--- config.mk ---
export PLATFORM = sky130hd
export DESIGN_NAME = ced_timing
export DESIGN_NICKNAME = d
export VERILOG_FILES = /design/src/core/ced_pkg.sv /design/src/core/ced_timing.sv /design/src/core/ced_edge.sv /design/src/core/ced_serial.sv
export VERILOG_INCLUDE_DIRS = /design/src /design/src/core
export SDC_FILE = /design/constraint.sdc
export NUM_CORES = 1
export LEC_CHECK = 0
export BUFFER_PORTS_ARGS = -buffer_cell sky130_fd_sc_hd__buf_4
export CAP_MARGIN = 25
export CORE_UTILIZATION = 57
export CTS_CLUSTER_SIZE = 20
export DETAILED_ROUTE_END_ITERATION = 6
export PLACE_DENSITY_LB_ADDON = 0.3
export SLEW_MARGIN = 10
export SYNTH_ARGS = -nofsm -noshare
export SYNTH_HDL_FRONTEND = slang
export SYNTH_SLANG_ARGS = --single-unit
--- constraint.sdc ---
create_clock -name clock -period 6.6 [get_ports clock]
set_clock_uncertainty 0.1 [all_clocks]
set_input_delay 0.66 -clock clock [delete_from_list [all_inputs] [get_ports clock]]
set_output_delay 0.66 -clock clock [all_outputs]
set_load 0.005 [all_outputs]
--- src/core/ced_map.svh ---
// Register offsets, field positions, reset values and edge constants
`ifndef CED_MAP_SVH
`define CED_MAP_SVH

// Serial word layout: 8 address bits then 24 data bits
`define CED_FRAME_BITS 6'h20

// Register addresses
`define CED_ADDR_POLARITY 8'h01
`define CED_ADDR_SAMPLE 8'h02
`define CED_ADDR_EDGE 8'h03
`define CED_ADDR_DRIVE 8'h04
`define CED_ADDR_SYNC_COUNT 8'h0a
`define CED_ADDR_FOLLOWER 8'hd6

// Field positions inside the 24-bit data word
`define CED_POLARITY_BIT 0
`define CED_REF_LSB 0
`define CED_LVL_LSB 6
`define CED_DPHASE_LSB 12
`define CED_STROBE_LSB 18
`define CED_RG_FALL_LSB 0
`define CED_HRISE_LSB 6
`define CED_HA_DRV_LSB 0
`define CED_HB_DRV_LSB 3
`define CED_RG_DRV_LSB 6
`define CED_COUNT_LSB 0
`define CED_FOLLOWER_BIT 0

// Reset values
`define CED_RST_POLARITY 1'h0
`define CED_RST_REF 6'h00
`define CED_RST_LVL 6'h20
`define CED_RST_DPHASE 6'h00
`define CED_RST_STROBE 2'h0
`define CED_RST_RG_FALL 6'h10
`define CED_RST_HRISE 6'h00
`define CED_RST_DRIVE 3'h1
`define CED_RST_COUNT 4'h0
`define CED_RST_FOLLOWER 1'h1

// Pixel period geometry and fixed edge figures
`define CED_LAST_POS 6'h2f
`define CED_HALF_PERIOD 6'h18
`define CED_MAX_OFFSET 4'hb
`define CED_COUNT_ONCE 4'hf
`define CED_STROBE_P06 6'h06
`define CED_STROBE_P16 6'h10
`define CED_STROBE_P26 6'h1a
`define CED_STROBE_P36 6'h24

`endif

--- src/core/ced_pkg.sv ---
// Types and position helpers shared by the edge timing block
`include "ced_map.svh"
package ced_pkg;

    // One complete serial register write
    typedef struct packed {
        logic [7:0] addr;
        logic [23:0] data;
    } ced_wr_t;

    // External sync tracker states
    typedef enum logic [2:0] {
        CED_SY_OFF = 3'b001,
        CED_SY_COUNT = 3'b010,
        CED_SY_DONE = 3'b100
    } ced_sync_state_t;

    // Quadrant code to position: quadrant times 12 plus clamped offset
    function automatic logic [5:0] ced_pos(input logic [5:0] code);
        logic [3:0] off;
        off = (code[3:0] > `CED_MAX_OFFSET) ? `CED_MAX_OFFSET : code[3:0];
        return {1'b0, code[5:4], 3'b000} + {2'b00, code[5:4], 2'b00}
            + {2'b00, off};
    endfunction

    // Position half a pixel period later, wrapping at 48
    function automatic logic [5:0] ced_add_half(input logic [5:0] p);
        return (p >= `CED_HALF_PERIOD) ? (p - `CED_HALF_PERIOD)
            : (p + `CED_HALF_PERIOD);
    endfunction

endpackage

--- src/core/ced_timing.sv ---
// Edge timing generator and external sync tracker of the CCD processor
//
// Contract
// - Pixel period holds 48 positions, 0 to 47
// - Two top code bits pick the quadrant
// - Low four bits give offset 0 to 11
// - Reset gate rises at 0, falls programmed
// - Horizontal clock A falls 24 after rise
// - Horizontal clock B inverts clock A
// - Sample clocks sit at their own positions
// - Data changes at phase, opposite 24 later
// - Strobe code picks fixed rise/fall pairs
// - Data and strobe phases set independently
// - Drive code zero three-states the output
// - Master mode aligns sync to external pulse
// - Follower bit zero makes pin sync input
// - Follower mode after reset
// - Sync polarity bit, active low default
// - Count zero disables, one syncs every pulse
// - Counts 2 to 14 sync after N pulses
// - Count 15 syncs on first pulse only
// - Sync count applied at vertical sync fall
// - Other writes apply at load strobe rise
`timescale 1ns/1ns
`include "ced_map.svh"
module ced_timing (
    // Clock and reset
    input wire logic clock,
    input wire logic rst,
    // Serial register port
    input wire logic serial_clock,
    input wire logic serial_data,
    input wire logic serial_load_strobe,
    // Pixel reference and sync pins
    input wire logic master_clock_in,
    input wire logic external_sync_gate_pin,
    input wire logic vertical_sync,
    // Pixel data path
    input wire logic [9:0] pixel_data_in,
    output logic [9:0] pixel_data_out,
    output logic pixel_data_phase,
    output logic output_data_strobe,
    // Sensor clocks
    output logic reset_gate_clock,
    output logic horizontal_clock_a,
    output logic horizontal_clock_b,
    output logic reference_sample_clock,
    output logic level_sample_clock,
    // Driver strength and enables
    output logic [2:0] hclk_a_drive,
    output logic [2:0] hclk_b_drive,
    output logic [2:0] reset_gate_drive,
    output logic hclk_a_oe,
    output logic hclk_b_oe,
    output logic reset_gate_oe,
    // Counter alignment pulse to the sync counters
    output logic sync_align
);
    import ced_pkg::*;

    ced_wr_t wr;
    logic wr_valid;

    // Register write decoding from the serial port
    ced_serial u_serial (
        .clock(clock),
        .rst(rst),
        .serial_clock(serial_clock),
        .serial_data(serial_data),
        .serial_load_strobe(serial_load_strobe),
        .wr(wr),
        .wr_valid(wr_valid)
    );

    // Register state
    logic ext_sync_polarity, next_polarity;
    logic [5:0] ref_sample_position, next_ref;
    logic [5:0] data_sample_position, next_lvl;
    logic [5:0] output_data_phase, next_dphase;
    logic [1:0] output_strobe_phase, next_strobe;
    logic [5:0] reset_gate_fall_position, next_rg_fall;
    logic [5:0] hclk_rise_position, next_hrise;
    logic [2:0] next_ha_drv, next_hb_drv, next_rg_drv;
    logic [3:0] ext_sync_count_select, next_count_sel;
    logic [3:0] pending_count, next_pending_count;
    logic pending, next_pending;
    logic follower_mode_select, next_follower;
    logic vd_prev;
    logic vd_fall;
    logic count_apply;

    assign vd_fall = vd_prev && !vertical_sync;
    assign count_apply = vd_fall && pending;

    // sync count held until vertical sync falls
    always_comb begin
        next_polarity = ext_sync_polarity;
        next_ref = ref_sample_position;
        next_lvl = data_sample_position;
        next_dphase = output_data_phase;
        next_strobe = output_strobe_phase;
        next_rg_fall = reset_gate_fall_position;
        next_hrise = hclk_rise_position;
        next_ha_drv = hclk_a_drive;
        next_hb_drv = hclk_b_drive;
        next_rg_drv = reset_gate_drive;
        next_count_sel = ext_sync_count_select;
        next_pending_count = pending_count;
        next_pending = pending;
        next_follower = follower_mode_select;
        // Apply first so a write in the same cycle stays pending
        if (count_apply) begin
            next_count_sel = pending_count;
            next_pending = 1'b0;
        end
        if (wr_valid) begin
            unique case (wr.addr)
                `CED_ADDR_POLARITY: begin
                    next_polarity = wr.data[`CED_POLARITY_BIT];
                end
                `CED_ADDR_SAMPLE: begin
                    next_ref = wr.data[`CED_REF_LSB +: 6];
                    next_lvl = wr.data[`CED_LVL_LSB +: 6];
                    next_dphase = wr.data[`CED_DPHASE_LSB +: 6];
                    next_strobe = wr.data[`CED_STROBE_LSB +: 2];
                end
                `CED_ADDR_EDGE: begin
                    next_rg_fall = wr.data[`CED_RG_FALL_LSB +: 6];
                    next_hrise = wr.data[`CED_HRISE_LSB +: 6];
                end
                `CED_ADDR_DRIVE: begin
                    next_ha_drv = wr.data[`CED_HA_DRV_LSB +: 3];
                    next_hb_drv = wr.data[`CED_HB_DRV_LSB +: 3];
                    next_rg_drv = wr.data[`CED_RG_DRV_LSB +: 3];
                end
                `CED_ADDR_SYNC_COUNT: begin
                    next_pending_count = wr.data[`CED_COUNT_LSB +: 4];
                    next_pending = 1'b1;
                end
                `CED_ADDR_FOLLOWER: begin
                    next_follower = wr.data[`CED_FOLLOWER_BIT];
                end
                default: begin
                    // Addresses owned by other blocks are ignored here
                end
            endcase
        end
    end

    // follower mode and active low polarity at reset
    always_ff @(posedge clock or posedge rst) begin
        if (rst) begin
            ext_sync_polarity <= `CED_RST_POLARITY;
            ref_sample_position <= `CED_RST_REF;
            data_sample_position <= `CED_RST_LVL;
            output_data_phase <= `CED_RST_DPHASE;
            output_strobe_phase <= `CED_RST_STROBE;
            reset_gate_fall_position <= `CED_RST_RG_FALL;
            hclk_rise_position <= `CED_RST_HRISE;
            hclk_a_drive <= `CED_RST_DRIVE;
            hclk_b_drive <= `CED_RST_DRIVE;
            reset_gate_drive <= `CED_RST_DRIVE;
            ext_sync_count_select <= `CED_RST_COUNT;
            pending_count <= `CED_RST_COUNT;
            pending <= 1'b0;
            follower_mode_select <= `CED_RST_FOLLOWER;
            vd_prev <= 1'b1;
        end else begin
            ext_sync_polarity <= next_polarity;
            ref_sample_position <= next_ref;
            data_sample_position <= next_lvl;
            output_data_phase <= next_dphase;
            output_strobe_phase <= next_strobe;
            reset_gate_fall_position <= next_rg_fall;
            hclk_rise_position <= next_hrise;
            hclk_a_drive <= next_ha_drv;
            hclk_b_drive <= next_hb_drv;
            reset_gate_drive <= next_rg_drv;
            ext_sync_count_select <= next_count_sel;
            pending_count <= next_pending_count;
            pending <= next_pending;
            follower_mode_select <= next_follower;
            vd_prev <= vertical_sync;
        end
    end

    // zero drive code leaves the pin undriven
    assign hclk_a_oe = (hclk_a_drive != 3'h0);
    assign hclk_b_oe = (hclk_b_drive != 3'h0);
    assign reset_gate_oe = (reset_gate_drive != 3'h0);

    // Pin synchronisers for the master clock and the sync pin
    logic [2:0] mclk_q;
    logic [1:0] sync_q;
    always_ff @(posedge clock or posedge rst) begin
        if (rst) begin
            mclk_q <= 3'h0;
            sync_q <= 2'h3;
        end else begin
            mclk_q <= {mclk_q[1:0], master_clock_in};
            sync_q <= {sync_q[0], external_sync_gate_pin};
        end
    end

    // Position counter; one clock cycle per position
    logic [5:0] pos, next_pos;
    logic mclk_rise;
    assign mclk_rise = mclk_q[1] && !mclk_q[2];

    // restart at zero on each master clock rise
    always_comb begin
        if (mclk_rise || pos == `CED_LAST_POS) begin
            next_pos = 6'h00;
        end else begin
            next_pos = pos + 6'h01;
        end
    end

    always_ff @(posedge clock or posedge rst) begin
        if (rst) begin
            pos <= 6'h00;
        end else begin
            pos <= next_pos;
        end
    end

    // Decoded edge positions
    logic [5:0] rg_fall_pos, h_rise_pos, ref_pos, lvl_pos, dph_pos;
    logic [5:0] strobe_rise, strobe_fall;

    // quadrant select and offset clamp to 11
    assign rg_fall_pos = ced_pos(reset_gate_fall_position);
    assign h_rise_pos = ced_pos(hclk_rise_position);
    assign ref_pos = ced_pos(ref_sample_position);
    assign lvl_pos = ced_pos(data_sample_position);
    assign dph_pos = ced_pos(output_data_phase);

    // fixed strobe edge pairs per phase code
    always_comb begin
        unique case (output_strobe_phase)
            2'h0: begin
                strobe_rise = `CED_STROBE_P06;
                strobe_fall = `CED_STROBE_P26;
            end
            2'h1: begin
                strobe_rise = `CED_STROBE_P16;
                strobe_fall = `CED_STROBE_P36;
            end
            2'h2: begin
                strobe_rise = `CED_STROBE_P26;
                strobe_fall = `CED_STROBE_P06;
            end
            2'h3: begin
                strobe_rise = `CED_STROBE_P36;
                strobe_fall = `CED_STROBE_P16;
            end
        endcase
    end

    // Edge windows: reset gate, clock A, two samples, strobe, data
    logic [5:0] win_rise [6];
    logic [5:0] win_fall [6];
    logic [5:0] win_level;

    // reset gate fixed rise at zero
    assign win_rise[0] = 6'h00;
    assign win_fall[0] = rg_fall_pos;
    // clock A falls half a period after rise
    assign win_rise[1] = h_rise_pos;
    assign win_fall[1] = ced_add_half(h_rise_pos);
    // sample clocks at their own positions
    assign win_rise[2] = ref_pos;
    assign win_fall[2] = ced_add_half(ref_pos);
    assign win_rise[3] = lvl_pos;
    assign win_fall[3] = ced_add_half(lvl_pos);
    assign win_rise[4] = strobe_rise;
    assign win_fall[4] = strobe_fall;
    // data phase opposite edge half a period on
    assign win_rise[5] = dph_pos;
    assign win_fall[5] = ced_add_half(dph_pos);

    genvar gi;
    generate
        for (gi = 0; gi < 6; gi = gi + 1) begin : g_win
            ced_edge u_edge (
                .clock(clock),
                .rst(rst),
                .pos(pos),
                .rise(win_rise[gi]),
                .fall(win_fall[gi]),
                .level(win_level[gi])
            );
        end
    endgenerate

    assign reset_gate_clock = win_level[0];
    assign horizontal_clock_a = win_level[1];
    // clock B is the exact inverse of clock A
    assign horizontal_clock_b = !win_level[1];
    assign reference_sample_clock = win_level[2];
    assign level_sample_clock = win_level[3];
    assign output_data_strobe = win_level[4];
    assign pixel_data_phase = win_level[5];

    // launch data in step with the phase window rise
    logic [9:0] next_pixel;
    always_comb begin
        next_pixel = (pos == dph_pos) ? pixel_data_in : pixel_data_out;
    end

    always_ff @(posedge clock or posedge rst) begin
        if (rst) begin
            pixel_data_out <= 10'h000;
        end else begin
            pixel_data_out <= next_pixel;
        end
    end

    // Sync pulse detection; polarity flips the sense of the pin
    // Edge taken on the pin level, so a polarity write makes no pulse
    logic sync_active, sync_prev, sync_evt, master_mode;
    // polarity zero recognises a low pulse
    assign sync_active = ext_sync_polarity ? sync_q[1] : !sync_q[1];
    assign sync_evt = sync_active && (sync_q[1] != sync_prev);
    // follower bit zero turns the pin into the sync input
    assign master_mode = !follower_mode_select;

    ced_sync_state_t state, next_state;
    logic [3:0] sync_cnt, next_sync_cnt;
    logic next_align;

    // align counters to external pulses in master mode
    always_comb begin
        next_state = state;
        next_sync_cnt = sync_cnt;
        next_align = 1'b0;
        if (count_apply) begin
            // rewritten count restarts the pulse count
            next_sync_cnt = 4'h0;
            next_state = (pending_count == 4'h0) ? CED_SY_OFF : CED_SY_COUNT;
        end else begin
            unique case (state)
                CED_SY_OFF: begin
                    if (ext_sync_count_select != 4'h0) begin
                        next_state = CED_SY_COUNT;
                    end
                end
                CED_SY_COUNT: begin
                    if (master_mode && sync_evt) begin
                        if (ext_sync_count_select == `CED_COUNT_ONCE) begin
                            next_align = 1'b1;
                            next_state = CED_SY_DONE;
                        end else if (4'(sync_cnt + 4'h1)
                                     >= ext_sync_count_select) begin
                            next_align = 1'b1;
                            next_sync_cnt = 4'h0;
                        end else begin
                            next_sync_cnt = sync_cnt + 4'h1;
                        end
                    end
                end
                CED_SY_DONE: begin
                    // Later pulses ignored until the count is rewritten
                end
                default: begin
                    next_state = CED_SY_OFF;
                end
            endcase
        end
    end

    always_ff @(posedge clock or posedge rst) begin
        if (rst) begin
            state <= CED_SY_OFF;
            sync_cnt <= 4'h0;
            sync_align <= 1'b0;
            sync_prev <= 1'b1;
        end else begin
            state <= next_state;
            sync_cnt <= next_sync_cnt;
            sync_align <= next_align;
            sync_prev <= sync_q[1];
        end
    end
endmodule

--- src/core/ced_edge.sv ---
// Registered level that is high from a rise position to a fall position
`timescale 1ns/1ns
module ced_edge (
    // Clock and reset
    input wire logic clock,
    input wire logic rst,
    // Position and window
    input wire logic [5:0] pos,
    input wire logic [5:0] rise,
    input wire logic [5:0] fall,
    // Level out
    output logic level
);
    import ced_pkg::*;

    logic next_level;

    // Window may wrap past position 47; equal edges give no pulse
    always_comb begin
        if (rise <= fall) begin
            next_level = (pos >= rise) && (pos < fall);
        end else begin
            next_level = (pos >= rise) || (pos < fall);
        end
    end

    always_ff @(posedge clock or posedge rst) begin
        if (rst) begin
            level <= 1'b0;
        end else begin
            level <= next_level;
        end
    end
endmodule

--- src/core/ced_serial.sv ---
// Three-wire serial write receiver, 8 address bits then 24 data bits
`timescale 1ns/1ns
`include "ced_map.svh"
module ced_serial (
    // Clock and reset
    input wire logic clock,
    input wire logic rst,
    // Serial pins
    input wire logic serial_clock,
    input wire logic serial_data,
    input wire logic serial_load_strobe,
    // Completed write
    output ced_pkg::ced_wr_t wr,
    output logic wr_valid
);
    import ced_pkg::*;

    logic [2:0] sck_q;
    logic [1:0] sd_q;
    logic [2:0] sl_q;
    logic [31:0] shift, next_shift;
    logic [5:0] bits, next_bits;
    ced_wr_t next_wr;
    logic next_valid;

    // Pin synchronisers; only the second stage onward is examined
    always_ff @(posedge clock or posedge rst) begin
        if (rst) begin
            sck_q <= 3'h0;
            sd_q <= 2'h0;
            sl_q <= 3'h7;
        end else begin
            sck_q <= {sck_q[1:0], serial_clock};
            sd_q <= {sd_q[0], serial_data};
            sl_q <= {sl_q[1:0], serial_load_strobe};
        end
    end

    // Shift on clock rise while load is low; commit on load rise
    always_comb begin
        next_shift = shift;
        next_bits = bits;
        next_wr = wr;
        next_valid = 1'b0;
        if (!sl_q[1] && sck_q[1] && !sck_q[2]) begin
            next_shift = {shift[30:0], sd_q[1]};
            if (bits != `CED_FRAME_BITS) begin
                next_bits = bits + 6'h01;
            end
        end
        if (sl_q[1] && !sl_q[2]) begin
            // A short frame is dropped rather than half applied
            next_valid = (bits == `CED_FRAME_BITS);
            next_wr = (bits == `CED_FRAME_BITS) ? shift : wr;
            next_bits = 6'h00;
        end
        if (!sl_q[1] && sl_q[2]) begin
            next_bits = 6'h00;
        end
    end

    always_ff @(posedge clock or posedge rst) begin
        if (rst) begin
            shift <= 32'h0000_0000;
            bits <= 6'h00;
            wr <= '0;
            wr_valid <= 1'b0;
        end else begin
            shift <= next_shift;
            bits <= next_bits;
            wr <= next_wr;
            wr_valid <= next_valid;
        end
    end
endmodule

# Yosys cells after proc, flatten, opt, wreduce, memory -nomap -nowiden
# Index checks and enable logic that the tools add are counted.
# word_totals
regBits	164
memories	0
romBits	0
ram_bits	0
wordCells	202
latchBits	0
# classes
n_mux	43
order_cmp	28
div_mod_pow	0
bitwise_logic	0
addsub	21
shift	0
reduce_logical	50
eq_ne	23
mul	0
# op_table
operator	count
two-way mux 6 bit	9
one-hot mux 6 bit (4 select lines)	2
two-way mux 4 bit	10
less-than comparator 6 bit	6
adder 5 x 4 -> 6 bit	5
adder 6 x 4 -> 6 bit	5
greater-or-equal comparator 6 bit	5
less-or-equal comparator 6 bit	5
adder 6 x 5 -> 6 bit, second input constant	4
greater-or-equal comparator 6 x 5 -> 1 bit, second input constant	4
subtractor 6 x 5 -> 6 bit, second input constant	4
greater-than comparator 4 bit, second input constant	5
equality test 8 x 2 -> 1 bit, second input constant	2
two-way mux 1 bit	16
AND reduction 2 bit	8
logical AND 1 bit	15
nonzero test 3 bit	5
adder 6 x 1 -> 6 bit, second input constant	2
equality test 6 bit, second input constant	2
two-way mux 3 bit	4
inequality test 3 bit, second input constant	3
one-hot mux 3 bit (3 select lines)	1
equality test 8 x 1 -> 1 bit, second input constant	1
equality test 8 x 3 -> 1 bit, second input constant	1
other kinds (25)	41

# Logic depth before layout (Yosys ltp)
# Gate-level depths: netlist (run 1).
# logic_depth
ltp_word	8
ltp_mapped	14
mapped_depth_nobuf	14

# Modules after synthesis
# From an unflattened synthesis (run 1), not the netlist that was laid out.
# unflattened
hier_cells	944
hier_area_um2	10023.4
# by_module_without_submodules
module	area_each_um2	n_inst	cells_each	seq_area_each_um2
ced_timing	4411.7	1	373	2090.8
ced_serial	2976.6	1	253	1980.6
ced_edge	439.2	6	53	25.0

# Worst setup path after synthesis (run 1)
# OpenSTA, ideal clock, no wires.
# synth_timing
path_type	register -> register
start	reg hclk_rise_position[3]
end	reg g_win[1].u_edge.level
period_less_slack_ns	3.544
path_stages_with_launch	14
arrival_time_ns	3.313
path_slack_ns	3.056
cell_sequence	dfrtp_1 -> clkbuf_1 -> fa_1 -> ha_1 -> fa_1 -> inv_1 -> ha_1 -> a21boi_0 -> a311oi_1 -> a21oi_1 -> ha_1 -> o211ai_1 -> a22o_1 -> maj3_1
# synth_via
elab_chain_len	8
elab_cells_between_ends	13
classes_between	add/sub: 3; order compare: 5; mux: 3; reduce/logical: 2
# synth_rtl
item	line	rtl
start, declared	ced_timing.sv:82	logic [5:0] hclk_rise_position, next_hrise;
start signal, assigned	ced_timing.sv:159	hclk_rise_position <= `CED_RST_HRISE;
start signal, assigned	ced_timing.sv:175	hclk_rise_position <= next_hrise;
greater-than comparator 4 bit (no source line)	--	
two-way mux 4 bit (*)	ced_pkg.sv:21	off = (code[3:0] > `CED_MAX_OFFSET) ? `CED_MAX_OFFSET : code[3:0];
adder 6 x 4 -> 6 bit (*)	ced_pkg.sv:23	+ {2'b00, off};
adder 6 x 5 -> 6 bit (no source line), or another cell as far along	--	
two-way mux 6 bit	ced_pkg.sv:28	return (p >= `CED_HALF_PERIOD) ? (p - `CED_HALF_PERIOD)
less-than comparator 6 bit	ced_edge.sv:21, ced_edge.sv:23	
logical OR 1 bit / logical AND 1 bit (equally long branches)	ced_edge.sv:23, ced_edge.sv:21	
two-way mux 1 bit (*)	ced_edge.sv:20	if (rise <= fall) begin
via g_win[1].u_edge.next_level	ced_edge.sv:16	logic next_level;
end signal, assigned	ced_edge.sv:31	level <= next_level;
end, declared	ced_edge.sv:12	output logic level
# Mark *: on every way through the listed nets, which the timed path passes. The rest lies on a longest branch.
# A chain may end at the register's enable or synchronous reset.

# Worst setup path in the final report (run 1)
# layout_timing
start	reg hclk_rise_position[4]
end	reg g_win[1].u_edge.level
# layout_via
elab_chain_len	7
elab_cells_between_ends	12
classes_between	add/sub: 4; order compare: 4; mux: 2; reduce/logical: 2
# layout_rtl
item	line	rtl
adder 5 x 4 -> 6 bit (*)	ced_pkg.sv:22	return {1'b0, code[5:4], 3'b000} + {2'b00, code[5:4], 2'b00}
adder 6 x 4 -> 6 bit (*)	ced_pkg.sv:23	
adder 6 x 5 -> 6 bit (no source line), or another cell as far along	--	
two-way mux 6 bit	ced_pkg.sv:28	
less-than comparator 6 bit	ced_edge.sv:21, ced_edge.sv:23	
logical OR 1 bit / logical AND 1 bit (equally long branches)	ced_edge.sv:23, ced_edge.sv:21	
two-way mux 1 bit (*)	ced_edge.sv:20	
via g_win[1].u_edge.next_level	ced_edge.sv:16	
# Marked as above.

==> run metrics, run 1 <==
launch instance of the worst register-to-register path hclk_rise_position[4]; overall routed net length 15690 µm; wire length of the first global-routing pass 27520 µm; antenna diode count 0; clk sink count 164; final non-filler cell total 1021; critical path arrival 3950 ps; detailed-route DRC error count 4; result of the run finished, violations left; Util after Layout 66.60%; async set-reset flop share out of synthesis 100.0%; maximum number of pins on one net before global-route repair 114; DP HPWL 11110 µm; via count normalized by instance count 5.566; endpoint type of the worst setup path register; worst-margin pin slew 947.5 ps; count of input and output buffers 47; vias post-DR 5683; worst min-delay path category in -> async; number of buffers added by the clock tree synthesis step 17; number of slew-limit violations in the final report 0; Largest register FFs 32; Max H-tree Level 4; maximum achievable frequency 267.2 MHz; area enclosed by the die boundary 15590 µm²; failing checks design-rule violations; predominant post-synthesis flop cell sky130_fd_sc_hd__dfrtp_1; synthesis warning total 0; startpoint class of the critical path register; Remaining Overflow, GRT 0; static leakage 4.940 nW; setup repair after global routing missed its margin no; average detailed-routed wire length per instance 15.37 µm; insertion delay of the later-clocked pin in the worst-skew pair 430 ps; worst IR drop on VDD 0.2863 mV; power per cell area 279.8 nW/µm²; proportion of layout cells with a drive suffix above 1 22.70%; R2R setup slack 2860 ps; Crit Reg-Reg Endpoint g_win[1].u_edge.level; post-synthesis cell count 772; final setup vio count 0; Max-Cap Viols 0; R2R depth 12; kind of critical path reg -> reg; die height 124.9 µm; row cnt 44; core area 14640 µm²; count of unique library cells instantiated by Yosys 56; Iteration-0 DRC Markers 261; headroom to the max-slew limit 36.77%; first-pass detailed-route iteration total 7; PnR worst setup slack 2858 ps; post-detailed-route count of antenna-violating nets 0; synthesized cell area 8606 µm²; overall die width 124.9 µm; count of instances resized after the clock tree is built 0; antenna violations before repair 0; total routing resource utilization after global routing 22.08%; launch point of the critical path hclk_rise_position[4]; cell count after placement 987; ports placed on the boundary 48; number of synthesized flops with an enable pin 0; starting utilization of the core area 58.77%; number of global-route vias before repair 5946; Largest Register u_serial.shift; overall power after layout 2.729 mW; Post-Layout Inst Area 9753 µm²; final estimated routing congestion in global placement 0.7905; critical-path maximum fanout 7; Placed Area 9141 µm²; worst slack, placed 2839 ps; cts-stage hold buffer count 0; Post-Synthesis Mean Instance Area 11.15 µm²; CTS Root Buffer Type sky130_fd_sc_hd__clkbuf_16; Req. time, crit path 6800 ps; smallest hold slack 111.8 ps; flop and latch count out of synthesis 164; final hold violation count 0; Final period util 56.70%; area growth from synthesis to layout 13.33%; Sum Neg Setup Slack 0 ps; Layout Nets 940; setup repair bufs after CTS 0; biggest regs u_serial.shift (32), u_serial.wr (28), pixel_data_out (10); register area share after synthesis 47.89%; syn nets 888; maximum clock path buffer count 2; CTS clock-pin slew for the worst setup and hold paths 70 ps; CTS tree built; min cycle time layout 3742 ps
layout make-up:
class	count	area (µm²)
Fill cell	1065	4891
Multi-Input combinational cell	529	4180
Sequential cell	164	4121
Clock buffer	20	456.7
Timing Repair Buffer	53	415.4
Tap cell	184	230.2
Inverter	59	226.5
Clock inverter	12	122.6
worst max-delay path, cell delays in order (launching register included):
cell	delay [ps]
sky130_fd_sc_hd__dfrtp_1	410
sky130_fd_sc_hd__fa_1	490
sky130_fd_sc_hd__ha_1	220
sky130_fd_sc_hd__fa_1	620
sky130_fd_sc_hd__inv_1	100
sky130_fd_sc_hd__ha_1	200
sky130_fd_sc_hd__a21boi_0	140
sky130_fd_sc_hd__a311oi_1	280
sky130_fd_sc_hd__a21oi_1	100
sky130_fd_sc_hd__ha_1	320
sky130_fd_sc_hd__o211ai_1	90
sky130_fd_sc_hd__a22o_1	240
sky130_fd_sc_hd__maj3_1	320
synth_stat cells, types with 4 or more instances:
cell type / n / area [µm²]
sky130_fd_sc_hd__o21ai_0: 33 / 165.2
sky130_fd_sc_hd__a21oi_1: 44 / 220.2
sky130_fd_sc_hd__fa_1: 10 / 200.2
sky130_fd_sc_hd__mux2_2: 78 / 878.3
sky130_fd_sc_hd__ha_1: 88 / 1101
sky130_fd_sc_hd__mux2_4: 4 / 60.06
sky130_fd_sc_hd__dfrtp_1: 150 / 3754
sky130_fd_sc_hd__or3_1: 6 / 37.54
sky130_fd_sc_hd__a21boi_0: 4 / 30.03
sky130_fd_sc_hd__nor3b_1: 4 / 30.03
sky130_fd_sc_hd__nor2_1: 18 / 67.56
sky130_fd_sc_hd__a21o_1: 10 / 75.07
sky130_fd_sc_hd__maj3_1: 10 / 100.1
sky130_fd_sc_hd__dfstp_2: 14 / 367.9
sky130_fd_sc_hd__xnor2_1: 7 / 61.31
sky130_fd_sc_hd__inv_1: 59 / 221.5
sky130_fd_sc_hd__xor2_1: 6 / 52.55
sky130_fd_sc_hd__nand3_1: 12 / 60.06
sky130_fd_sc_hd__nor2b_1: 12 / 75.07
sky130_fd_sc_hd__nor3_1: 9 / 45.04
sky130_fd_sc_hd__clkbuf_1: 16 / 60.06
sky130_fd_sc_hd__nand2_1: 112 / 420.4
sky130_fd_sc_hd__o21a_1: 5 / 37.54
sky130_fd_sc_hd__nand2b_1: 10 / 62.56
how the worst max path moves through the flow:
stage / end / slack, ps / cells after the start
floorplan: data_sample_position[0] / 1430 / 1
global placement: g_win[1].u_edge.level / 3050 / 12
detailed placement: g_win[1].u_edge.level / 2840 / 12
CTS: g_win[1].u_edge.level / 2840 / 12
global route: g_win[1].u_edge.level / 2620 / 12
finish: g_win[1].u_edge.level / 2860 / 12
metal layers:
| metal | vias to the layer above | GRT usage, % | part of all wire, % |
|---|---|---|---|
| li1 | 2771 | - | - |
| met1 | 2800 | 27.47 | 44 |
| met2 | 99 | 38.53 | 51 |
| met3 | 13 | 5.369 | 3.5 |
| met4 | 0 | 5.811 | 0.88 |
| met5 | - | 0 | 0 |
power breakdown:
part / switching (mW) / internal, mW / leakage [nW]
clock: 0.410 / 0.547 / 0.273
sequential: 0.109 / 1.12 / 2.16
combinational: 0.249 / 0.296 / 2.51
logic make-up after synthesis:
logic type	count (synthesis)	synth area share, %
simple gates	204	11.30
mux	85	11.28
fa+ha+maj	108	16.28
compound gates	119	8.331
buf+inv	79	3.591
xor+xnor	13	1.323
flops	164	47.89
placed cells by master (no fill, tap or decap), types with 5 or more instances in the layout:
master	netlist	final
sky130_fd_sc_hd__a21o_1	10	10
sky130_fd_sc_hd__a21oi_1	44	44
sky130_fd_sc_hd__buf_4	1	51
sky130_fd_sc_hd__clkbuf_16	0	17
sky130_fd_sc_hd__dfrtp_1	150	150
sky130_fd_sc_hd__dfstp_2	14	14
sky130_fd_sc_hd__fa_1	10	10
sky130_fd_sc_hd__ha_1	88	88
sky130_fd_sc_hd__inv_1	59	58
sky130_fd_sc_hd__maj3_1	10	10
sky130_fd_sc_hd__mux2_2	78	78
sky130_fd_sc_hd__nand2_1	112	112
sky130_fd_sc_hd__nand2b_1	10	10
sky130_fd_sc_hd__nand3_1	12	12
sky130_fd_sc_hd__nor2_1	18	18
sky130_fd_sc_hd__nor2b_1	12	12
sky130_fd_sc_hd__nor3_1	9	9
sky130_fd_sc_hd__o21a_1	5	5
sky130_fd_sc_hd__o21ai_0	33	33
sky130_fd_sc_hd__or3_1	6	6
sky130_fd_sc_hd__xnor2_1	7	7
sky130_fd_sc_hd__xor2_1	6	6
Power figures use the tool's default switching activity.
==> inputs of run 2 (changes only) <==
Settings changed: ABC_AREA set to 1.
Clock period 6.6 ns to 3.63 ns, I/O delays scaled along.
==> run 2 against run 1 <==
  * The flow now finishes without violations
  * Count of clock-buffer cells in the layout stayed put
  * Global-route usage is 0.32 points higher
  * Die area is 5.2% higher
  * Power is 83% higher
  * Clock power is 83% higher
  * Final cell count is 28% higher
  * Sequential power is 76% higher
  * Core utilization is 0.090 points higher
  * Sequential share of layout area is 2.1 points lower
  * Cell area is 5.1% higher
  * Critical path depth is 1 higher
  * Critical path type unchanged
==> run metrics, run 2 <==
average detailed-routed wire length per instance 12.79 µm (was 15.37 µm); die height 128.1 µm (was 124.9 µm); CTS tree built (unchanged); Sum Neg Setup Slack 0 ps (unchanged); DP HPWL 11510 µm (was 11110 µm); Largest register FFs 32 (unchanged); predominant post-synthesis flop cell sky130_fd_sc_hd__dfrtp_1 (unchanged); number of synthesized flops with an enable pin 0 (unchanged); cell taking the most area after synthesis sky130_fd_sc_hd__dfrtp_1 (unchanged); part of the total power dissipated in sequential elements 43.3% (was 45.0%); overall die width 128.1 µm (was 124.9 µm); most area-consuming cells after synthesis sky130_fd_sc_hd__dfrtp_1 41%, sky130_fd_sc_hd__nand2_1 13%, sky130_fd_sc_hd__ha_1 12% (was sky130_fd_sc_hd__dfrtp_1 44%, sky130_fd_sc_hd__ha_1 13%, sky130_fd_sc_hd__mux2_2 10%); setup repair after global routing missed its margin no (unchanged); switching power of the nets 1.487 mW (was 0.7681 mW); Final period util 90.89% (was 56.70%); Max-Cap Viols 0 (unchanged); area enclosed by the die boundary 16400 µm² (was 15590 µm²); Layout Nets 1203 (was 940); final hold violation count 0 (unchanged); insertion delay of the later-clocked pin in the worst-skew pair 430 ps (about the same); vias post-DR 6698 (was 5683); proportion of power drawn by the clock network 35.0% (was 35.1%); static leakage 5.272 nW (was 4.940 nW); via count normalized by instance count 5.109 (was 5.566); area growth from synthesis to layout 13.13% (was 13.33%); number of global-route vias before repair 6397 (was 5946); launch instance of the worst register-to-register path ref_sample_position[4] (was hclk_rise_position[4]); syn nets 1151 (was 888); share of total power in combinational logic 21.6% (was 20.0%); internal power of the cells 3.517 mW (was 1.961 mW); critical-path maximum fanout 4 (was 7); count of instances resized after the clock tree is built 0 (unchanged); min cycle time layout 3299 ps (was 3742 ps); top-area cell type share of the netlist area 41.43% (was 43.62%); CTS Root Buffer Type sky130_fd_sc_hd__clkbuf_16 (unchanged); R2R depth 13 (was 12); Commonest cells post-synth 305 x sky130_fd_sc_hd__nand2_1, 158 x sky130_fd_sc_hd__inv_1, 150 x sky130_fd_sc_hd__dfrtp_1, 88 x sky130_fd_sc_hd__ha_1, 60 x sky130_fd_sc_hd__o21ai_0 (was 150 x sky130_fd_sc_hd__dfrtp_1, 112 x sky130_fd_sc_hd__nand2_1, 88 x sky130_fd_sc_hd__ha_1, 78 x sky130_fd_sc_hd__mux2_2, 59 x sky130_fd_sc_hd__inv_1); PnR worst setup slack 330.6 ps (was 2858 ps); synthesized cell area 9061 µm² (was 8606 µm²); antenna diode count 0 (unchanged); starting utilization of the core area 58.95% (was 58.77%); kind of critical path reg -> reg (unchanged); Remaining Overflow, GRT 0 (unchanged); leading cell types in the layout, fill and taps excluded 305 x sky130_fd_sc_hd__nand2_1, 157 x sky130_fd_sc_hd__inv_1, 150 x sky130_fd_sc_hd__dfrtp_1, 88 x sky130_fd_sc_hd__ha_1, 60 x sky130_fd_sc_hd__o21ai_0 (was 150 x sky130_fd_sc_hd__dfrtp_1, 112 x sky130_fd_sc_hd__nand2_1, 88 x sky130_fd_sc_hd__ha_1, 78 x sky130_fd_sc_hd__mux2_2, 58 x sky130_fd_sc_hd__inv_1); smallest hold slack 8.540 ps (was 111.8 ps); Util after Layout 66.69% (was 66.60%); proportion of layout cells with a drive suffix above 1 14.18% (was 22.70%); power per cell area 488.2 nW/µm² (was 279.8 nW/µm²); post-detailed-route count of antenna-violating nets 0 (unchanged); Iteration-0 DRC Markers 344 (was 261); flop and latch count out of synthesis 164 (unchanged); final estimated routing congestion in global placement 0.8310 (was 0.7905); worst IR drop on VDD 0.6507 mV (was 0.2863 mV); number of buffers added by the clock tree synthesis step 17 (unchanged); core area 15370 µm² (was 14640 µm²); final setup vio count 0 (unchanged); biggest regs u_serial.shift (32), u_serial.wr (28), pixel_data_out (10) (unchanged); register area share after synthesis 45.48% (was 47.89%); Largest Register u_serial.shift (unchanged); cts-stage hold buffer count 6 (was 0); number of slew-limit violations in the final report 0 (unchanged); result of the run finished, final reports clean (was finished, violations left); most common cell in the synthesized netlist sky130_fd_sc_hd__nand2_1 (was sky130_fd_sc_hd__dfrtp_1); worst min-delay path category in -> async (unchanged); first-pass detailed-route iteration total 5 (was 7); wire length of the first global-routing pass 28920 µm (was 27520 µm); overall routed net length 16760 µm (was 15690 µm); maximum number of pins on one net before global-route repair 88 (was 114); total routing resource utilization after global routing 22.40% (was 22.08%); maximum achievable frequency 303.1 MHz (was 267.2 MHz); ports placed on the boundary 48 (unchanged); Crit Reg-Reg Endpoint g_win[2].u_edge.level (was g_win[1].u_edge.level); critical path arrival 3510 ps (was 3950 ps); antenna violations before repair 0 (unchanged); row cnt 45 (was 44); synthesis warning total 0 (unchanged); count of unique library cells instantiated by Yosys 44 (was 56); most common cell after layout, fill and taps aside sky130_fd_sc_hd__nand2_1 (was sky130_fd_sc_hd__dfrtp_1); Post-Synthesis Mean Instance Area 8.755 µm² (was 11.15 µm²); async set-reset flop share out of synthesis 100.0% (unchanged); detailed-route DRC error count 0 (was 4); maximum clock path buffer count 2 (unchanged); Net Sw Frac 29.72% (was 28.14%); worst-margin pin slew 959.0 ps (was 947.5 ps); Max H-tree Level 4 (unchanged); clk sink count 164 (unchanged); count of input and output buffers 47 (unchanged); R2R setup slack 330 ps (was 2860 ps); headroom to the max-slew limit 35.99% (was 36.77%); setup repair bufs after CTS 0 (unchanged); CTS clock-pin slew for the worst setup and hold paths 60 ps (was 70 ps); endpoint type of the worst setup path register (unchanged); post-synthesis cell count 1035 (was 772); worst slack, placed 323.7 ps (was 2839 ps); startpoint class of the critical path register (unchanged); Req. time, crit path 3840 ps (was 6800 ps)
-- run 2: cell count changes in the layout (fill, tap and decap cells not counted), moves of 10 or more --
cell / previous run / this run
sky130_fd_sc_hd__nor2_1: 18 / 33
sky130_fd_sc_hd__a21oi_1: 44 / 31
sky130_fd_sc_hd__o21ai_0: 33 / 60
sky130_fd_sc_hd__nand3_1: 12 / 39
sky130_fd_sc_hd__maj3_1: 10 / 0
sky130_fd_sc_hd__nand2b_1: 10 / 0
sky130_fd_sc_hd__nand4_1: 3 / 19
sky130_fd_sc_hd__nand2_1: 112 / 305
sky130_fd_sc_hd__inv_1: 58 / 157
sky130_fd_sc_hd__nor2b_1: 12 / 0
sky130_fd_sc_hd__o21ai_2: 0 / 38
sky130_fd_sc_hd__mux2_2: 78 / 0
-- run 2: how the worst max path moves through the flow --
stage                      startpoint  slack, ps                    end  cells after the start
3_3_place_gp   ref_sample_position[5]        420  g_win[2].u_edge.level                     13
6_report       ref_sample_position[4]        330  g_win[2].u_edge.level                     13
3_5_place_dp   ref_sample_position[4]        320  g_win[2].u_edge.level                     13
5_1_grt        ref_sample_position[5]        110  g_win[2].u_edge.level                     12
4_1_cts        ref_sample_position[5]        300  g_win[2].u_edge.level                     13
2_1_floorplan  ref_sample_position[3]        480  g_win[2].u_edge.level                     14
-- run 2: metrics by stage --
step / std cells / instance area, µm² / total power, mW
final: 1311 / 10250 / 5.005
after global routing: 1311 / 10250 / 5.327
after CTS: 1310 / 10230 / 5.044
after detailed placement: 1272 / 9585 / 3.278
after global placement: 1272 / 9585 / 3.233
after floorplan: 1035 / 9065 / 2.906
-- run 2: power groups by stage --
stage,logic (mW),registers (mW),clock network [mW]
2_1_floorplan,0.745,2.16,0
3_3_place_gp,1.03,2.20,0
3_5_place_dp,1.08,2.20,0
4_1_cts,1.09,2.17,1.78
5_1_grt,1.27,2.19,1.87
6_report,1.08,2.17,1.75
-- run 2: logic make-up after synthesis --
logic type      count (synthesis)  share of synthesized area (%)
mux                             8                         0.8838
simple gates                  426                          20.24
compound gates                150                          10.37
xor+xnor                        2                         0.1934
flops                         164                          45.48
fa+ha+maj                      98                          14.36
buf+inv                       187                          8.464
-- run 2: layout make-up --
cell class	count	area, µm²
clock inverter	12	118.9
inverter	162	611.8
timing repair buffer	58	488.0
fill	1203	5120
sequential	164	4121
multi-input combinational	684	4180
clock buffer	20	466.7
tap	211	264.0
-- run 2: layer usage --
layer	track usage [%]	part of all wire [%]
met1	28.75	46
met2	37.85	49
met3	5.426	3.2
met4	6.298	1.4
met5	0	0
-- run 2: critical path: stages (launching register included) --
cell	delay (ps)
sky130_fd_sc_hd__dfrtp_1	410
sky130_fd_sc_hd__fa_1	480
sky130_fd_sc_hd__ha_1	220
sky130_fd_sc_hd__fa_1	560
sky130_fd_sc_hd__inv_1	80
sky130_fd_sc_hd__ha_1	200
sky130_fd_sc_hd__mux2i_1	130
sky130_fd_sc_hd__mux2i_1	110
sky130_fd_sc_hd__ha_1	320
sky130_fd_sc_hd__a21o_1	180
sky130_fd_sc_hd__o21ai_0	220
sky130_fd_sc_hd__inv_1	70
sky130_fd_sc_hd__nand2_1	60
sky130_fd_sc_hd__nand2_1	50
==> inputs of run 3 (changes only) <==
Settings changed: GPL_TIMING_DRIVEN set to 0, SKIP_CTS_REPAIR_TIMING set to 1, SYNTH_HIERARCHICAL set to 1.
==> run 3 against run 2 <==
  * The run now ends with design-rule violations left
  * Sequential power about the same
  * Clock power about the same
  * First-iteration DRC count up 51%
  * Critical path type unchanged
  * Maximum frequency down 3.8%
==> run metrics, run 3 <==
result of the run finished, violations left (was finished, final reports clean); failing checks design-rule violations; biggest regs u_serial/shift (32), u_serial/wr (28), pixel_data_out (10) (was u_serial.shift (32), u_serial.wr (28), pixel_data_out (10)); most common cell after layout, fill and taps aside sky130_fd_sc_hd__nand2_1 (unchanged); Post-Layout Inst Area 12160 µm² (was 10250 µm²); antenna violations before repair 0 (unchanged); Crit Reg-Reg Endpoint g_win[5].u_edge/level (was g_win[2].u_edge.level); insertion delay of the later-clocked pin in the worst-skew pair 420 ps (was 430 ps); smallest hold slack 96.12 ps (was 8.540 ps); metal1 wirelength 9544 µm (was 7749 µm); R2R setup slack 200 ps (was 330 ps); met2 wire length 10930 µm (was 8236 µm); overall die width 139.1 µm (was 128.1 µm); PnR worst setup slack 199.3 ps (was 330.6 ps); leading cell types in the layout, fill and taps excluded 380 x sky130_fd_sc_hd__nand2_1, 270 x sky130_fd_sc_hd__inv_1, 150 x sky130_fd_sc_hd__dfrtp_1, 131 x sky130_fd_sc_hd__ha_1, 83 x sky130_fd_sc_hd__nor2_1 (was 305 x sky130_fd_sc_hd__nand2_1, 157 x sky130_fd_sc_hd__inv_1, 150 x sky130_fd_sc_hd__dfrtp_1, 88 x sky130_fd_sc_hd__ha_1, 60 x sky130_fd_sc_hd__o21ai_0); share of total power in combinational logic 23.0% (was 21.6%); number of global-route vias before repair 7912 (was 6397); synthesized cell area 10710 µm² (was 9061 µm²); proportion of layout cells with a drive suffix above 1 14.49% (was 14.18%); length of routed met3 wiring 607 µm (was 541 µm); area enclosed by the die boundary 19350 µm² (was 16400 µm²); launch instance of the worst register-to-register path output_data_phase[4] (was ref_sample_position[4]); worst IR drop on VDD 0.3444 mV (was 0.6507 mV); first-pass detailed-route iteration total 7 (was 5); kind of critical path reg -> reg (unchanged); starting utilization of the core area 58.83% (was 58.95%); final setup vio count 0 (unchanged); maximum clock path buffer count 2 (unchanged); Layout Nets 1605 (was 1203); worst min-delay path category in -> reg (was in -> async); via count normalized by instance count 4.990 (was 5.109); R2R depth 21 (was 13); endpoint type of the worst setup path register (unchanged); post-detailed-route count of antenna-violating nets 0 (unchanged); detailed-route DRC error count 8 (was 0); switching power of the nets 1.584 mW (was 1.487 mW); final hold violation count 0 (unchanged); Iteration-0 DRC Markers 520 (was 344); core area 18210 µm² (was 15370 µm²); number of inserted filler cells in the final layout 1447 (was 1203); final estimated routing congestion in global placement 0.8247 (was 0.8310); Util after Layout 66.79% (was 66.69%); start point of the worst hold path pixel_data_in[6]; startpoint class of the critical path register (unchanged); static leakage 6.381 nW (was 5.272 nW); Req. time, crit path 3840 ps (about the same); row cnt 49 (was 45); number of slew-limit violations in the final report 0 (unchanged); setup repair after global routing missed its margin no (unchanged); CTS clock-pin slew for the worst setup and hold paths 60 ps (about the same); Placed Area 11470 µm² (was 9585 µm²); number of buffers added by the clock tree synthesis step 17 (unchanged); Largest register FFs 32 (unchanged); area growth from synthesis to layout 13.53% (was 13.13%); worst-margin pin slew 784.3 ps (was 959.0 ps); min cycle time layout 3431 ps (was 3299 ps); critical-path maximum fanout 6 (was 4); count of input and output buffers 47 (unchanged); CTS tree built (unchanged); overall routed net length 21270 µm (was 16760 µm); maximum number of pins on one net before global-route repair 56 (was 88); post-synthesis cell count 1352 (was 1035); Max H-tree Level 4 (unchanged); endpoint of the worst hold path pixel_data_out[6]; DP HPWL 15540 µm (was 11510 µm); average detailed-routed wire length per instance 12.62 µm (was 12.79 µm); power per cell area 422.4 nW/µm² (was 488.2 nW/µm²); Net Sw Frac 30.84% (was 29.72%); proportion of power drawn by the clock network 34.7% (was 35.0%); ports placed on the boundary 48 (unchanged); synthesis warning total 6 (was 0); vias post-DR 8408 (was 6698); Final period util 94.51% (was 90.89%); wire length of the first global-routing pass 36190 µm (was 28920 µm); maximum achievable frequency 291.5 MHz (was 303.1 MHz); worst slack, placed 148.9 ps (was 323.7 ps); part of the total power dissipated in sequential elements 42.3% (was 43.3%); uppermost metal layer occupied by signal nets met4 (unchanged); headroom to the max-slew limit 47.72% (was 35.99%); Remaining Overflow, GRT 0 (unchanged); total routing resource utilization after global routing 23.10% (was 22.40%); antenna diode count 0 (unchanged); clk sink count 164 (unchanged); internal power of the cells 3.553 mW (was 3.517 mW); die height 139.1 µm (was 128.1 µm); Largest Register u_serial/shift (was u_serial.shift); critical path arrival 3640 ps (was 3510 ps); Max-Cap Viols 0 (unchanged); Post-Synthesis Mean Instance Area 7.924 µm² (was 8.755 µm²); CTS Root Buffer Type sky130_fd_sc_hd__clkbuf_16 (unchanged); number of cells traversed by the worst hold path 3
run 3: routing by layer:
layer	global-route usage (%)	up-vias
met2	41.79	122
met3	4.247	16
met5	0	-
li1	-	4333
met4	5.380	0
met1	28.49	3937
run 3: power groups by stage:
| stage | clock network (mW) | logic [mW] | registers, mW |
|---|---|---|---|
| global placement | 0 | 1.11 | 2.20 |
| finish | 1.78 | 1.18 | 2.17 |
| floorplan | 0 | 0.831 | 2.16 |
| global route | 1.89 | 1.38 | 2.20 |
| CTS | 1.81 | 1.19 | 2.17 |
| detailed placement | 0 | 1.18 | 2.21 |
run 3: area by class of cell:
type / count / area [µm²] / share of cell area [%]
buffer: 24 / 173.9 / 1.430
clock buffer: 22 / 454.2 / 3.735
clock inverter: 9 / 121.4 / 0.9979
inverter: 286 / 1079 / 8.868
multi-input combinational: 893 / 5433 / 44.67
sequential: 164 / 4121 / 33.89
tap: 229 / 286.5 / 2.356
timing repair buffer: 58 / 493.0 / 4.053
run 3: metrics by stage:
| stage | instances | total power [mW] | TNS, ps |
|---|---|---|---|
| after global routing | 1685 | 5.464 | 0 |
| after global placement | 1643 | 3.312 | -12650 |
| final | 1685 | 5.137 | 0 |
| after CTS | 1676 | 5.175 | 0 |
| after floorplan | 1367 | 2.987 | 0 |
| after detailed placement | 1645 | 3.390 | 0 |
run 3: critical path: stages (launching register included):
cell and delay [ps]:
sky130_fd_sc_hd__dfrtp_1 360, sky130_fd_sc_hd__inv_1 80, sky130_fd_sc_hd__fa_1 530, sky130_fd_sc_hd__inv_1 40, sky130_fd_sc_hd__ha_1 180, sky130_fd_sc_hd__inv_1 60, sky130_fd_sc_hd__fa_1 450, sky130_fd_sc_hd__inv_2 140
sky130_fd_sc_hd__ha_1 180, sky130_fd_sc_hd__nor2_1 50, sky130_fd_sc_hd__o21ai_0 160, sky130_fd_sc_hd__nand2_1 60, sky130_fd_sc_hd__inv_1 80, sky130_fd_sc_hd__ha_1 260, sky130_fd_sc_hd__nand2_1 130, sky130_fd_sc_hd__inv_1 50
sky130_fd_sc_hd__nand2_1 70, sky130_fd_sc_hd__nand2_1 60, sky130_fd_sc_hd__nor2_1 100, sky130_fd_sc_hd__nor2_1 50, sky130_fd_sc_hd__nand2_1 70, sky130_fd_sc_hd__nand2_1 50
run 3: worst max path at each step:
| stage | end | slack, ps | startpoint | cells after the start |
|---|---|---|---|---|
| after global routing | g_win[2].u_edge/level | 10 | ref_sample_position[4] | 19 |
| final | g_win[5].u_edge/level | 200 | output_data_phase[4] | 21 |
| after detailed placement | g_win[2].u_edge/level | 150 | ref_sample_position[3] | 19 |
| after CTS | g_win[5].u_edge/level | 130 | output_data_phase[4] | 21 |
| after floorplan | g_win[2].u_edge/level | 440 | ref_sample_position[5] | 21 |
| after global placement | pending | -180 | rst | 2 |
